### config.mk
export PLATFORM = sky130hd
export DESIGN_NAME = mod_cfg_irq
export DESIGN_NICKNAME = d
export VERILOG_FILES = /design/src/rtl/mod_cfg_pkg.sv /design/src/rtl/mod_cfg_irq.sv
export SDC_FILE = /design/constraint.sdc
export NUM_CORES = 1
export LEC_CHECK = 0
export BUFFER_PORTS_ARGS = -buffer_cell sky130_fd_sc_hd__buf_4
export CORE_ASPECT_RATIO = 1.4
export CORE_MARGIN = 1.5
export CORE_UTILIZATION = 36
export DETAILED_ROUTE_END_ITERATION = 10
export GPL_TIMING_DRIVEN = 1
export PLACE_DENSITY = 0.68
export SLEW_MARGIN = 20
export SYNTH_ARGS = -nofsm -noshare
export SYNTH_HDL_FRONTEND = slang
export SYNTH_SLANG_ARGS = --single-unit
### constraint.sdc
create_clock -name clk -period 2.8 [get_ports clk]
set_clock_uncertainty 0.1 [all_clocks]
set_input_delay 0.14 -clock clk [delete_from_list [all_inputs] [get_ports clk]]
set_output_delay 0.14 -clock clk [all_outputs]
set_load 0.005 [all_outputs]
### src/rtl/mod_cfg_pkg.sv
// Constants and types for the modulator configuration and FIFO status block.
package mod_cfg_pkg;
  localparam int ADDR_W = 11;
  localparam int DATA_W = 16;
  localparam int NUM_CHAN = 128;
  localparam int GROUP_SIZE = 16;
  localparam int NUM_GROUPS = 8;
  localparam int NUM_FLAGGED = 48;

  localparam logic [10:0] MODULATOR_CONFIG_OFS = 11'h500;
  localparam logic [10:0] IRQ_ENABLE_AND_STATUS_OFS = 11'h581;
  localparam logic [10:0] FIFO_ERROR_SUMMARY_OFS = 11'h582;
  localparam logic [10:0] OVERFLOW_FLAGS_FIFO_1_16_OFS = 11'h583;
  localparam logic [10:0] OVERFLOW_FLAGS_FIFO_17_32_OFS = 11'h584;
  localparam logic [10:0] OVERFLOW_FLAGS_FIFO_33_48_OFS = 11'h585;

  localparam logic [15:0] MODULATOR_CONFIG_RST = 16'h1c4f;
  localparam logic [5:0] IRQ_EN_RST = 6'h0f;
  localparam int IRQ_EN_LSB = 10;
  localparam logic [15:0] FLAGS_RST = 16'h0000;

  // Configuration word, bit 15 down to bit 0.
  typedef struct packed {
    logic force_irq_test;
    logic spare3;
    logic [5:0] slot_rollover;
    logic spare2;
    logic ready_sync_gen_en;
    logic spare1;
    logic single_rate_select;
    logic combiner_off_fourth;
    logic combiner_off_third;
    logic combiner_off_second;
    logic combiner_off_first;
  } modulator_config_s;

  // Interrupt enables, bit 15 down to bit 10.
  typedef struct packed {
    logic irq_global_en;
    logic power_period_irq_en;
    logic output_check_irq_en;
    logic overflow_irq_en;
    logic underflow_irq_en;
    logic chan_limit_irq_en;
  } irq_enable_s;

  // Low byte of the interrupt register, bit 7 down to bit 0.
  typedef struct packed {
    logic power_period_done;
    logic output_check_active;
    logic chan_limit_hit;
    logic power_period_done_held;
    logic output_check_held;
    logic overflow_held;
    logic underflow_held;
    logic chan_limit_held;
  } irq_status_s;

  // Register port request as seen by the block.
  typedef struct packed {
    logic wr;
    logic rd;
    logic [10:0] addr;
    logic [15:0] wdata;
  } reg_req_s;
endpackage

### src/rtl/mod_cfg_irq.sv
// Modulator configuration word, interrupt control and FIFO error flags.
//
// What this block does
// - A six-bit field sets the value at which the slot counter wraps to 0.
// - The ready-sync enable bit turns internal ready sync pulses on or off.
// - The rate bit selects single rate input at 1 and double rate at 0.
// - Each of four combiner-off bits disables one combiner and its clocks.
// - The test bit forces the interrupt without any real event.
// - The global enable gates all interrupt signalling.
// - Five sources each have their own interrupt enable bit.
// - Live status shows power period done, output check and channel limit.
// - Held copies of those three catch each event and clear on read.
// - Underflow group bits 8 to 15 each cover sixteen channels.
// - Overflow group bits 0 to 7 each cover sixteen channels.
// - FIFO n, for n from 1 to 48, has its overflow flag at bit (n-1)%16 of word 0x583+(n-1)/16.
// - A FIFO overflow flag stays set until its word is read, then clears.
// - The flag word for FIFOs 33 to 48 resets to all zeros.
//
// Chosen here: the strobed register port.
`timescale 1ns/10ps
module mod_cfg_irq
  import mod_cfg_pkg::*;
#(
  parameter int CHANNELS = mod_cfg_pkg::NUM_CHAN
)(
  // Clock and reset
  input wire logic clk,
  input wire logic rst_n,
  // Register port
  input wire logic [mod_cfg_pkg::ADDR_W-1:0] reg_addr,
  input wire logic [mod_cfg_pkg::DATA_W-1:0] reg_wdata,
  input wire logic reg_wr,
  input wire logic reg_rd,
  output logic [mod_cfg_pkg::DATA_W-1:0] reg_rdata,
  // Event and status inputs from the datapath
  input wire logic power_period_done,
  input wire logic output_check_active,
  input wire logic chan_limit_hit,
  input wire logic [CHANNELS-1:0] fifo_overflow_evt,
  input wire logic [CHANNELS-1:0] fifo_underflow_evt,
  // Controls to the datapath
  output logic [5:0] slot_count,
  output logic ready_sync,
  output logic single_rate_select,
  output logic [3:0] combiner_clk_en,
  // Interrupt
  output logic irq
);
  import mod_cfg_pkg::*;

  function automatic logic [NUM_GROUPS-1:0] group_or(
    input logic [CHANNELS-1:0] ev
  );
    logic [NUM_GROUPS-1:0] g;
    g = '0;
    for (int i = 0; i < NUM_GROUPS; i++)
    begin
      g[i] = |ev[i*GROUP_SIZE +: GROUP_SIZE];
    end
    return g;
  endfunction

  reg_req_s req;
  modulator_config_s cfg_reg, cfg_next;
  irq_enable_s en_reg, en_next;
  logic [2:0] live_reg;
  logic [2:0] held_reg, held_next;
  logic [NUM_GROUPS-1:0] ovf_group_reg, ovf_group_next;
  logic [NUM_GROUPS-1:0] udf_group_reg, udf_group_next;
  logic [NUM_FLAGGED-1:0] fifo_flag_reg, fifo_flag_next;
  logic [15:0] rdata_reg, rdata_next;
  logic [5:0] slot_reg, slot_next;
  logic sync_reg, sync_next;
  logic irq_reg, irq_next;
  logic [3:0] clk_en_reg, clk_en_next;

  assign req = '{wr: reg_wr, rd: reg_rd, addr: reg_addr, wdata: reg_wdata};

  wire hit_cfg = req.addr == MODULATOR_CONFIG_OFS;
  wire hit_irq = req.addr == IRQ_ENABLE_AND_STATUS_OFS;
  wire hit_sum = req.addr == FIFO_ERROR_SUMMARY_OFS;
  wire hit_f0 = req.addr == OVERFLOW_FLAGS_FIFO_1_16_OFS;
  wire hit_f1 = req.addr == OVERFLOW_FLAGS_FIFO_17_32_OFS;
  wire hit_f2 = req.addr == OVERFLOW_FLAGS_FIFO_33_48_OFS;

  // Events are rising edges of the live levels, so a level that stays high
  // does not re-arm a held bit that software has just cleared.
  wire [2:0] live_now = {power_period_done, output_check_active,
                         chan_limit_hit};
  wire [2:0] live_rise = live_now & ~live_reg;
  wire clr_held = req.rd & hit_irq;
  // The set term is applied after the clear so a coincident event survives.
  assign held_next = (held_reg & ~{3{clr_held}}) | live_rise;

  wire [NUM_GROUPS-1:0] ovf_groups = group_or(fifo_overflow_evt);
  wire [NUM_GROUPS-1:0] udf_groups = group_or(fifo_underflow_evt);
  wire clr_sum = req.rd & hit_sum;
  assign ovf_group_next = (ovf_group_reg & ~{NUM_GROUPS{clr_sum}})
                          | ovf_groups;
  assign udf_group_next = (udf_group_reg & ~{NUM_GROUPS{clr_sum}})
                          | udf_groups;

  wire [NUM_FLAGGED-1:0] flag_clr = {{GROUP_SIZE{req.rd & hit_f2}},
                                     {GROUP_SIZE{req.rd & hit_f1}},
                                     {GROUP_SIZE{req.rd & hit_f0}}};
  assign fifo_flag_next = (fifo_flag_reg & ~flag_clr)
                          | fifo_overflow_evt[NUM_FLAGGED-1:0];

  wire ovf_any = |ovf_group_reg;
  wire udf_any = |udf_group_reg;
  irq_status_s status;
  assign status = '{
    power_period_done: live_reg[2],
    output_check_active: live_reg[1],
    chan_limit_hit: live_reg[0],
    power_period_done_held: held_reg[2],
    output_check_held: held_reg[1],
    overflow_held: ovf_any,
    underflow_held: udf_any,
    chan_limit_held: held_reg[0]
  };

  assign cfg_next = (req.wr & hit_cfg) ? modulator_config_s'(req.wdata)
                                       : cfg_reg;
  assign en_next = (req.wr & hit_irq)
                   ? irq_enable_s'(req.wdata[15:IRQ_EN_LSB]) : en_reg;

  wire [15:0] rd_irq = {en_reg, 2'b00, status};
  wire [15:0] rd_sum = {udf_group_reg, ovf_group_reg};
  assign rdata_next = !req.rd ? 16'h0000
                    : hit_cfg ? 16'(cfg_reg)
                    : hit_irq ? rd_irq
                    : hit_sum ? rd_sum
                    : hit_f0 ? fifo_flag_reg[15:0]
                    : hit_f1 ? fifo_flag_reg[31:16]
                    : hit_f2 ? fifo_flag_reg[47:32]
                    : 16'h0000;

  // Slot counter counts 0 up to the rollover value, inclusive.
  wire slot_wrap = slot_reg >= cfg_reg.slot_rollover;
  assign slot_next = slot_wrap ? 6'h00 : slot_reg + 6'h01;
  assign sync_next = slot_wrap & cfg_reg.ready_sync_gen_en;

  wire src_pending = (en_reg.power_period_irq_en & held_reg[2])
                   | (en_reg.output_check_irq_en & held_reg[1])
                   | (en_reg.overflow_irq_en & ovf_any)
                   | (en_reg.underflow_irq_en & udf_any)
                   | (en_reg.chan_limit_irq_en & held_reg[0]);
  assign irq_next = en_reg.irq_global_en
                    & (src_pending | cfg_reg.force_irq_test);
  // Clock enables for the four combiners; a set off bit stops the clock.
  // They are taken from the next config value so the output stays a flop
  // without adding a cycle of lag behind the config word.
  assign clk_en_next = ~{cfg_next.combiner_off_fourth,
                         cfg_next.combiner_off_third,
                         cfg_next.combiner_off_second,
                         cfg_next.combiner_off_first};

  always_ff @(posedge clk)
  begin
    if (!rst_n)
    begin
      cfg_reg <= modulator_config_s'(MODULATOR_CONFIG_RST);
      en_reg <= irq_enable_s'(IRQ_EN_RST);
      live_reg <= 3'h0;
      held_reg <= 3'h0;
      ovf_group_reg <= '0;
      udf_group_reg <= '0;
      fifo_flag_reg <= {FLAGS_RST, FLAGS_RST, FLAGS_RST};
      rdata_reg <= 16'h0000;
      slot_reg <= 6'h00;
      sync_reg <= 1'b0;
      irq_reg <= 1'b0;
      clk_en_reg <= 4'h0;
    end
    else
    begin
      cfg_reg <= cfg_next;
      en_reg <= en_next;
      live_reg <= live_now;
      held_reg <= held_next;
      ovf_group_reg <= ovf_group_next;
      udf_group_reg <= udf_group_next;
      fifo_flag_reg <= fifo_flag_next;
      rdata_reg <= rdata_next;
      slot_reg <= slot_next;
      sync_reg <= sync_next;
      irq_reg <= irq_next;
      clk_en_reg <= clk_en_next;
    end
  end

  assign reg_rdata = rdata_reg;
  assign slot_count = slot_reg;
  assign ready_sync = sync_reg;
  assign single_rate_select = cfg_reg.single_rate_select;
  assign combiner_clk_en = clk_en_reg;
  assign irq = irq_reg;
endmodule

After elaboration in Yosys (flattened, before gate mapping). Index checks and enable logic that the tools add are counted.

Bits in registers: 120. Bits in latches: 0. RAM bits: 0. Bits in read-only memories: 0. Input port bits: 290. Logic and storage cells: 96. Memories: 0.

Add/sub/neg operators: 1. $mul: 0. Div/mod/pow operators: 0. $lt $le $gt $ge: 1. Equal/unequal tests: 6. Shift operators: 0. Mux-type cells: 7. Bitwise operators: 34. Reduce and logical (&&, ||, !) cells: 20.

Operators with widths (number): 16-bit OR reduction (16); 16-bit two-way mux (6); 11-bit equality test (second input constant) (6); 48-bit bitwise AND (1); 48-bit inverter (1); 48-bit bitwise OR (1); 8-bit bitwise AND (2); 8-bit bitwise OR (2); 8-bit OR reduction (2); 1-bit bitwise AND (14); 8-bit inverter (1); 6-bit by 1-bit adder with 6-bit output (second input constant) (1); 3-bit bitwise AND (2); 6-bit greater-or-equal comparator (1); 3-bit inverter (2); 1-bit bitwise OR (5); 4-bit two-way mux (1); 4-bit inverter (1); 3-bit bitwise OR (1); 2-bit AND reduction (1); 2-bit OR reduction (1); 1-bit inverter (1).

Logic depth before layout (Yosys ltp). Gate-level depths: netlist of run 1.

Depth after elaboration: 7. Depth in mapped cells: 6.

Worst setup path after synthesis of run 1. Ideal clock, no wire load.

Kind: input to register. Start point: input reg_addr[2] (netlist bit). End point: register ovf_group_reg[0]. Library setup time: 0.115 ns. Arrival: 1.407 ns. Data required time: 2.585 ns. Setup slack: 1.178 ns. Stages: 6. Path buffers: 2. Cell sequence: buf_2 nor4b_2 and4_1 buf_4 nor2b_1 o21a_1.

Cells in the longest elaborated chain, start to end: 5.

Ends and longest elaborated chain: from (decl) (RTL line mod_cfg_irq.sv:30) `input wire logic [mod_cfg_pkg::ADDR_W-1:0] reg_addr,`; 11-bit equality test (RTL line mod_cfg_irq.sv:81) `wire hit_sum = req.addr == FIFO_ERROR_SUMMARY_OFS;`; 1-bit bitwise AND (RTL line mod_cfg_irq.sv:97) `wire clr_sum = req.rd & hit_sum;`; 8-bit inverter (RTL line mod_cfg_irq.sv:98) `assign ovf_group_next = (ovf_group_reg & ~{NUM_GROUPS{clr_sum}})`; 8-bit bitwise AND (RTL line mod_cfg_irq.sv:98); 8-bit bitwise OR (RTL line mod_cfg_irq.sv:99) `| ovf_groups;`; to (signal assigned) (RTL line mod_cfg_irq.sv:182) `ovf_group_reg <= ovf_group_next;`; to (decl) (RTL line mod_cfg_irq.sv:68) `logic [NUM_GROUPS-1:0] ovf_group_reg, ovf_group_next;`.

Every way passes these cells. A chain may end at the register's enable or synchronous reset.

Worst setup path in the final report of run 1.
Start point: register slot_reg[0] (netlist: slot_count[0]). End point: register slot_reg[3] (netlist: slot_count[3]).

Cells in the longest elaborated chain, start to end: 2.

Ends and longest elaborated chain: from (decl) (RTL line mod_cfg_irq.sv:72) `logic [5:0] slot_reg, slot_next;`; from (signal assigned) (RTL line mod_cfg_irq.sv:186) `slot_reg <= slot_next;`; 6-bit greater-or-equal comparator (RTL line mod_cfg_irq.sv:140) `wire slot_wrap = slot_reg >= cfg_reg.slot_rollover;`; 2-bit OR reduction (no source line).

Several ways; a longest one is shown, not always the timed one.

==> metrics.yaml, run 1 <==
die_area_um2: 16300
antenna_found_initial: 4
wl_per_cell_um: 20.8
wl_met1_um: 8810
syn-num-nets: 887
worstPathCellList: "inv_1, ha_1, nand2b_1, a211oi_1, o211ai_1, nor2_1"
drv_cap: 0
period_share: 0.633
yosysSeqAreaShare: 0.430
maxSlewHeadroom: 0.488
drv_slew: 0
clkTransAtPathRegs_ns: 0.06
synth-async-reset-ratio: 0
clk_latency_ns: 0.41
die_w_um: 108
finalWirelength_um: 24600
p_leak_uw: 0.00420
grt_pass1_vias: 6516
synth_edf_count: 0
syn_inst: 590
cts_setup_buffers: 0
cts_buffer_depth: 2
holdWs_ns: -0.0151
routed.top_layer: "met5"
largest_reg_flops: 48
power_density_nw_per_um2: 496
core_area_um2: 15100
rsz0062_at_grt: "no"
ioPinCount: 319
num_vias: 6396
first_pass_iters: 5
dr_wl_met3_um: 1870
routabilityCongestion: 0.918
drive_gt1_frac: 0.380
wl_met2_um: 12900
avgSynthCellArea_um2: 9.46
rows: 53
final_util: 0.626
area_delta_synth_final_pct: 69.6
finalNetCount: 1273
violations: "negative hold slack"
initial_core_util: 0.369
setup_violations: 0
hold_viol: 5
path_class: "flip-flop to flip-flop"
cts_tree: "done"
cp-end-kind: "flip-flop"
grt.total_usage: 0.298
outcome: "finished with violations"
grt_pass1_wl_um: 35600
netlist_area_um2: 5580
cts_made_buffers: 17
synth_most_common_cell: "dfxtp_1"
die_y_um: 150
crit_slowest_cell: "dfxtp_1"
hold_class: "input port to flip-flop"
synth_area_leaders: "dfxtp_1 (43%), nor4_1 (7.6%), a22o_1 (5.8%)"
portBuffers: 318
post-route-drc-count: 0
yosys_most_used_dff: "dfxtp_1"
grt_overflow: 0
ys_types: 58
clockRootBuffer: "clkbuf_16"
h-tree-depth: 4
yosys_warnings: 0
critPathMaxFanout: 6
via_per_inst: 5.40
worstPathArrival_ns: 2.02
yosys.area.top_type: "dfxtp_1"
post_cts_resized: 0
worst_pin_slew_ns: 0.766
grt_max_degree: 57
synth_top_area_frac: 0.430
critical-path-max-stage-delay_ns: 0.40
clock_sinks: 120
ant_nets: 0
startpoint_type: "flip-flop"
fin_crit_ns: 1.77
ir_drop_mv: 0.402
place_hpwl_um: 18800
drt_iter0_drc: 460
ys_ff_latch: 120
fin_tns_setup_ns: 0
timing.fmax_mhz: 565
worstPathRequired_ns: 3.05
synth_common_cells: "dfxtp_1 (120), nor4_1 (68), a22o_1 (37), nor2_1 (37), nor2b_1 (28)"
[through the flow]
stage / setup slack, ns / total power, µW / cell area, µm² / std cells
final: 1.03 / 4700 / 9470 / 1185
after global routing: 0.866 / 4830 / 9470 / 1184
after CTS: 1.01 / 4690 / 9460 / 1181
after detailed placement: 0.707 / 2510 / 8080 / 1069
after global placement: 0.775 / 2500 / 8080 / 1069
after floorplan: 1.18 / 2080 / 5580 / 590
[worst max-delay path: cells and delay by family (launching register included)]
kind / cells / cell delay (ns)
and+or+nand+nor: 2 / 0.29
DFF: 1 / 0.40
buffers and inverters: 1 / 0.06
adders and majority gates: 1 / 0.28
AOI/OAI and AO/OA: 2 / 0.57
[layer usage]
| metal | global-route usage | vias to the layer above |
|---|---|---|
| met4 | 0.123 | 2 |
| li1 | - | 3057 |
| met3 | 0.0810 | 50 |
| met2 | 0.554 | 318 |
| met1 | 0.309 | 2969 |
| met5 | 0.0292 | - |
[timing repair]
item,CTS,global route
endpoints found under the hold margin,88,0
hold buffers,80,0
endpoints found under the setup margin,0,0
[placed cells by master (no fill, tap or decap), types with 2 or more instances in the layout]
master,count
a2bb2oi_1,12
mux2i_1,22
nand2b_1,13
o21ai_0,23
nor3b_2,2
nor2b_1,28
ha_1,7
nand4_1,17
buf_4,323
and3_1,3
o21a_1,18
nor4_1,68
o32ai_2,9
and2_1,4
a22oi_1,26
xor2_1,2
xnor2_1,2
o211ai_1,3
nor3_1,2
a21oi_1,19
inv_1,12
clkinv_2,4
and4_1,3
nand2_1,27
dlygate4sd3_1,80
nand3_1,4
dfxtp_1,120
clkbuf_16,17
clkinvlp_4,4
a22o_1,37
bufinv_16,2
nor4b_2,2
clkinv_4,2
o22ai_1,4
diode_2,4
a211oi_1,4
clkbuf_1,2
nor2_1,37
[power by group]
group / switching, µW / internal [µW] / total [µW]
clock: 795 / 1330 / 2120
combinational: 266 / 453 / 719
sequential: 65.5 / 1790 / 1860
[cell families (layout without fill, tap and decap cells)]
family,Yosys count,count (layout),share of synthesized area
AOI/OAI and AO/OA,164,164,0.228
other,0,4,0
DFF,120,120,0.430
xor gates and xnor gates,4,4,0.00628
muxes,22,22,0.0395
adders and majority gates,7,7,0.0157
and+or+nand+nor,225,225,0.242
buffers and inverters,48,447,0.0386
[path summary, 6_finish.rpt]
check	slack, ns	to	cells past startpoint	startpoint
worst max register to register	1.03	slot_count[3]$_SDFF_PP0_	6	slot_count[0]$_SDFF_PP0_
worst max-delay path	1.03	slot_count[3]$_SDFF_PP0_	6	slot_count[0]$_SDFF_PP0_
worst min-delay path	-0.02	ovf_group_reg[3]$_SDFF_PN0_	4	fifo_overflow_evt[59]
worst min register to register	0.37	fifo_flag_reg[9]$_SDFF_PN0_	1	fifo_flag_reg[9]$_SDFF_PN0_
[final cells by class]
cell class | instances | area (µm²)
sequential | 120 | 2400
inverter | 12 | 45.0
clock inverter | 12 | 128
tap | 192 | 240
clock buffer | 20 | 447
fill | 1318 | 5650
antenna | 4 | 10.0
multi-input combinational | 422 | 2970
timing repair buffer | 403 | 3230
No activity file was read; power rests on OpenSTA's default activity.
==> run 2: changes to the inputs <==
--- a/config.mk
+++ b/config.mk
@@ -11,7 +11,7 @@
 export CORE_UTILIZATION = 36
 export DETAILED_ROUTE_END_ITERATION = 10
 export GPL_TIMING_DRIVEN = 1
-export PLACE_DENSITY = 0.68
+export PLACE_DENSITY = 0.7
 export SLEW_MARGIN = 20
 export SYNTH_ARGS = -nofsm -noshare
 export SYNTH_HDL_FRONTEND = slang
==> constraint.sdc (replaced) <==
create_clock -name clk -period 1.51 [get_ports clk]
set_clock_uncertainty 0.1 [all_clocks]
set_input_delay 0.0755 -clock clk [delete_from_list [all_inputs] [get_ports clk]]
set_output_delay 0.0755 -clock clk [all_outputs]
set_load 0.005 [all_outputs]
==> run 2 against run 1 <==
  * Area after synthesis is the same
  * The run now fails in clock tree synthesis (4_1_cts)
  * Synthesized cell count is the same
==> metrics.yaml, run 2 <==
yosys_warnings: 0  # unchanged
netlist_area_um2: 5580  # unchanged
ys_ff_latch: 120  # unchanged
place_hpwl_um: 19600  # was 18,800 µm
portBuffers: 318  # unchanged
synth_area_leaders: "dfxtp_1 (43%), nor4_1 (7.6%), a22o_1 (5.8%)"  # unchanged
h-tree-depth: 4  # unchanged
synth-async-reset-ratio: 0  # unchanged
die_w_um: 108  # unchanged
post_cts_resized: 5  # was 0
synth_most_common_cell: "dfxtp_1"  # unchanged
lastStage: "clock tree synthesis (4_1_cts)"
cts_setup_buffers: 0  # unchanged
cts_buffer_depth: 2  # unchanged
rows: 53  # unchanged
syn_inst: 590  # unchanged
clock_sinks: 120  # unchanged
synth_edf_count: 0  # unchanged
synth_top_area_frac: 0.430  # unchanged
yosysSeqAreaShare: 0.430  # unchanged
avgSynthCellArea_um2: 9.46  # unchanged
synth_common_cells: "dfxtp_1 (120), nor4_1 (68), a22o_1 (37), nor2_1 (37), nor2b_1 (28)"  # unchanged
outcome: "stopped before the end"  # was finished with violations
clockRootBuffer: "clkbuf_16"  # unchanged
yosys_most_used_dff: "dfxtp_1"  # unchanged
syn-num-nets: 887  # unchanged
firstError: "[ERROR RSZ-0060] Max buffer count reached."
cts_made_buffers: 17  # unchanged
yosys.area.top_type: "dfxtp_1"  # unchanged
initial_core_util: 0.369  # unchanged
routabilityCongestion: 0.961  # was 0.918
cts_hold_buf: 231  # was 80
ys_types: 58  # unchanged
ioPinCount: 319  # unchanged
die_y_um: 150  # unchanged
==> run 2: cell counts after synthesis <==
No cell type changed its count.
==> run 2: metrics by stage <==
| step | setup TNS [ns] | setup WS, ns | cells | area (µm²) |
|---|---|---|---|---|
| 2_1_floorplan | 0 | 0.00590 | 590 | 5610 |
| 3_3_place_gp | -12.60 | -0.251 | 1121 | 8640 |
| 3_5_place_dp | -11.88 | -0.252 | 1121 | 8640 |
==> run 2: cell families after synthesis <==
| family | synth area share |
|---|---|
| AO/OA/AOI/OAI | 0.228 |
| AND/OR/NAND/NOR | 0.242 |
| buffers and inverters | 0.0386 |
| flip-flops | 0.430 |
| adder cells (fa/ha/maj) | 0.0157 |
| XOR/XNOR | 0.00628 |
| multiplexers | 0.0395 |
==> run 3: changes to the inputs <==
--- a/config.mk
+++ b/config.mk
@@ -6,12 +6,11 @@
 export NUM_CORES = 1
 export LEC_CHECK = 0
 export BUFFER_PORTS_ARGS = -buffer_cell sky130_fd_sc_hd__buf_4
-export CORE_ASPECT_RATIO = 1.4
 export CORE_MARGIN = 1.5
-export CORE_UTILIZATION = 36
+export CORE_UTILIZATION = 21
 export DETAILED_ROUTE_END_ITERATION = 10
 export GPL_TIMING_DRIVEN = 1
-export PLACE_DENSITY = 0.7
+export PLACE_DENSITY_LB_ADDON = 0.15
 export SLEW_MARGIN = 20
 export SYNTH_ARGS = -nofsm -noshare
 export SYNTH_HDL_FRONTEND = slang
==> constraint.sdc (replaced) <==
create_clock -name clk -period 2 [get_ports clk]
set_clock_uncertainty 0.1 [all_clocks]
set_input_delay 0.1 -clock clk [delete_from_list [all_inputs] [get_ports clk]]
set_output_delay 0.1 -clock clk [all_outputs]
set_load 0.005 [all_outputs]
==> run 3 against run 2 <==
  * The flow now finishes, with violations (negative hold slack)
==> metrics.yaml, run 3 (synthesis gave the netlist of run 1 again) <==
drive_gt1_frac: 0.363
die_area_um2: 27600
wl_per_cell_um: 17.9
worst_pin_slew_ns: 0.756
worstPathRequired_ns: 2.22
cts_made_buffers: 17  # unchanged
drv_slew: 0
cts_buffer_depth: 2  # unchanged
maxSlewHeadroom: 0.495
layout_commonest_cell: "buf_4"
pwr-share-comb: 0.159
p_leak_uw: 0.00471
cp-end-kind: "flip-flop"
ioPinCount: 319  # unchanged
drv_cap: 0
die_y_um: 166  # was 150 µm
switchingPower_uw: 1670
post-route-drc-count: 0
diodes: 0
power_density_nw_per_um2: 652
initial_core_util: 0.214  # was 0.369
grt_overflow: 0
critPathMaxFanout: 1
period_share: 0.893
startpoint_type: "input port"
seqPwrFrac: 0.377
rows: 59  # was 53
via_per_inst: 4.61
finalWirelength_um: 25300
clockPowerShare: 0.464
violations: "negative hold slack"
holdWs_ns: -0.00287
path_class: "input port to flip-flop"
grt.total_usage: 0.180
core_area_um2: 26100
clockRootBuffer: "clkbuf_16"  # unchanged
grt_pass1_wl_um: 38600
antenna_found_initial: 0
worstPathArrival_ns: 2.00
clkTransAtPathRegs_ns: 0.06
ant_nets: 0
num_vias: 6530
clk_latency_ns: 0.42
hold_class: "input port to flip-flop"
first_pass_iters: 6
instances_no_fill: 1415
fin_tns_setup_ns: 0
setup_violations: 0
final_cell_mix: "buf_4 (335), dlygate4sd3_1 (158), dfxtp_1 (120), nor4_1 (68), a22o_1 (37)"
portBuffers: 318  # unchanged
ir_drop_mv: 0.451
routabilityCongestion: 0.767  # was 0.961
grt_max_degree: 56
timing.fmax_mhz: 560
h-tree-depth: 4  # unchanged
largest_reg_flops: 48
clock_sinks: 120  # unchanged
outcome: "finished with violations"  # was stopped before the end
p_sw_frac: 0.243
place_hpwl_um: 19100  # was 19,600 µm
area_delta_synth_final_pct: 89.3
hold_viol: 1
cts_tree: "done"
grt_pass1_vias: 6969
die_w_um: 166  # was 108 µm
place_inst: 1225  # was 1,121
finalNetCount: 1364
rsz0062_at_grt: "no"
internal_power_uw: 5220
fin_crit_ns: 1.79
drt_iter0_drc: 302
==> run 3: what timing repair did <==
action                                  4_1_cts  5_1_grt
hold buffers                                158        0
resized for setup                             0        1
endpoints found under the setup margin        0        1
buffers inserted                              0        0
endpoints found under the hold margin        97        0
==> run 3: metrics by stage <==
stage               setup WS (ns)  power (µW)   util  area [µm²]
CTS                         0.189        6950  0.405       10600
global placement            0.138        3510  0.321        8370
floorplan                   0.417        2910      -        5580
detailed placement          0.113        3520  0.321        8370
global route               0.0232        7170  0.406       10600
finish                      0.214        6890  0.406       10600
==> run 3: area by class of cell <==
cell class                      instances  area [µm²]
Clock inverter                         14         173
Tap cell                              335         419
Timing Repair Buffer                  494        4120
Multi-Input combinational cell        422        2970
Sequential cell                       120        2400
Inverter                               12        45.0
Clock buffer                           18         439
Fill cell                            2604       15500
==> run 3: metal layers <==
metal	up-vias	track usage	wire length (µm)
met5	-	0	0
met4	0	0.0564	476
met3	30	0.0362	1230
met2	232	0.311	12300
met1	3037	0.224	11300
li1	3231	-	-
==> run 3: path summary, 6_finish.rpt <==
kind,start,cells after the start,slack (ns),end
max,fifo_underflow_evt[70],6,0.21,udf_group_reg[4]$_SDFF_PN0_
min,fifo_underflow_evt[53],4,-0.003,udf_group_reg[3]$_SDFF_PN0_
max reg2reg,slot_count[0]$_SDFF_PP0_,6,0.25,slot_count[3]$_SDFF_PP0_
min reg2reg,live_reg[2]$_SDFF_PN0_,1,0.37,held_reg[2]$_SDFF_PN0_
==> run 3: power groups by stage <==
stage | registers (µW) | clock network, µW | logic [µW]
global placement | 2650 | 0 | 861
finish | 2600 | 3200 | 1090
floorplan | 2610 | 0 | 308
CTS | 2600 | 3270 | 1090
detailed placement | 2650 | 0 | 872
global route | 2610 | 3380 | 1180
==> run 3: critical path: stages <==
cell	delay, ns
dlygate4sd3_1	0.54
buf_4	0.13
nor4_1	0.19
dlygate4sd3_1	0.60
nand4_1	0.20
o21a_1	0.23
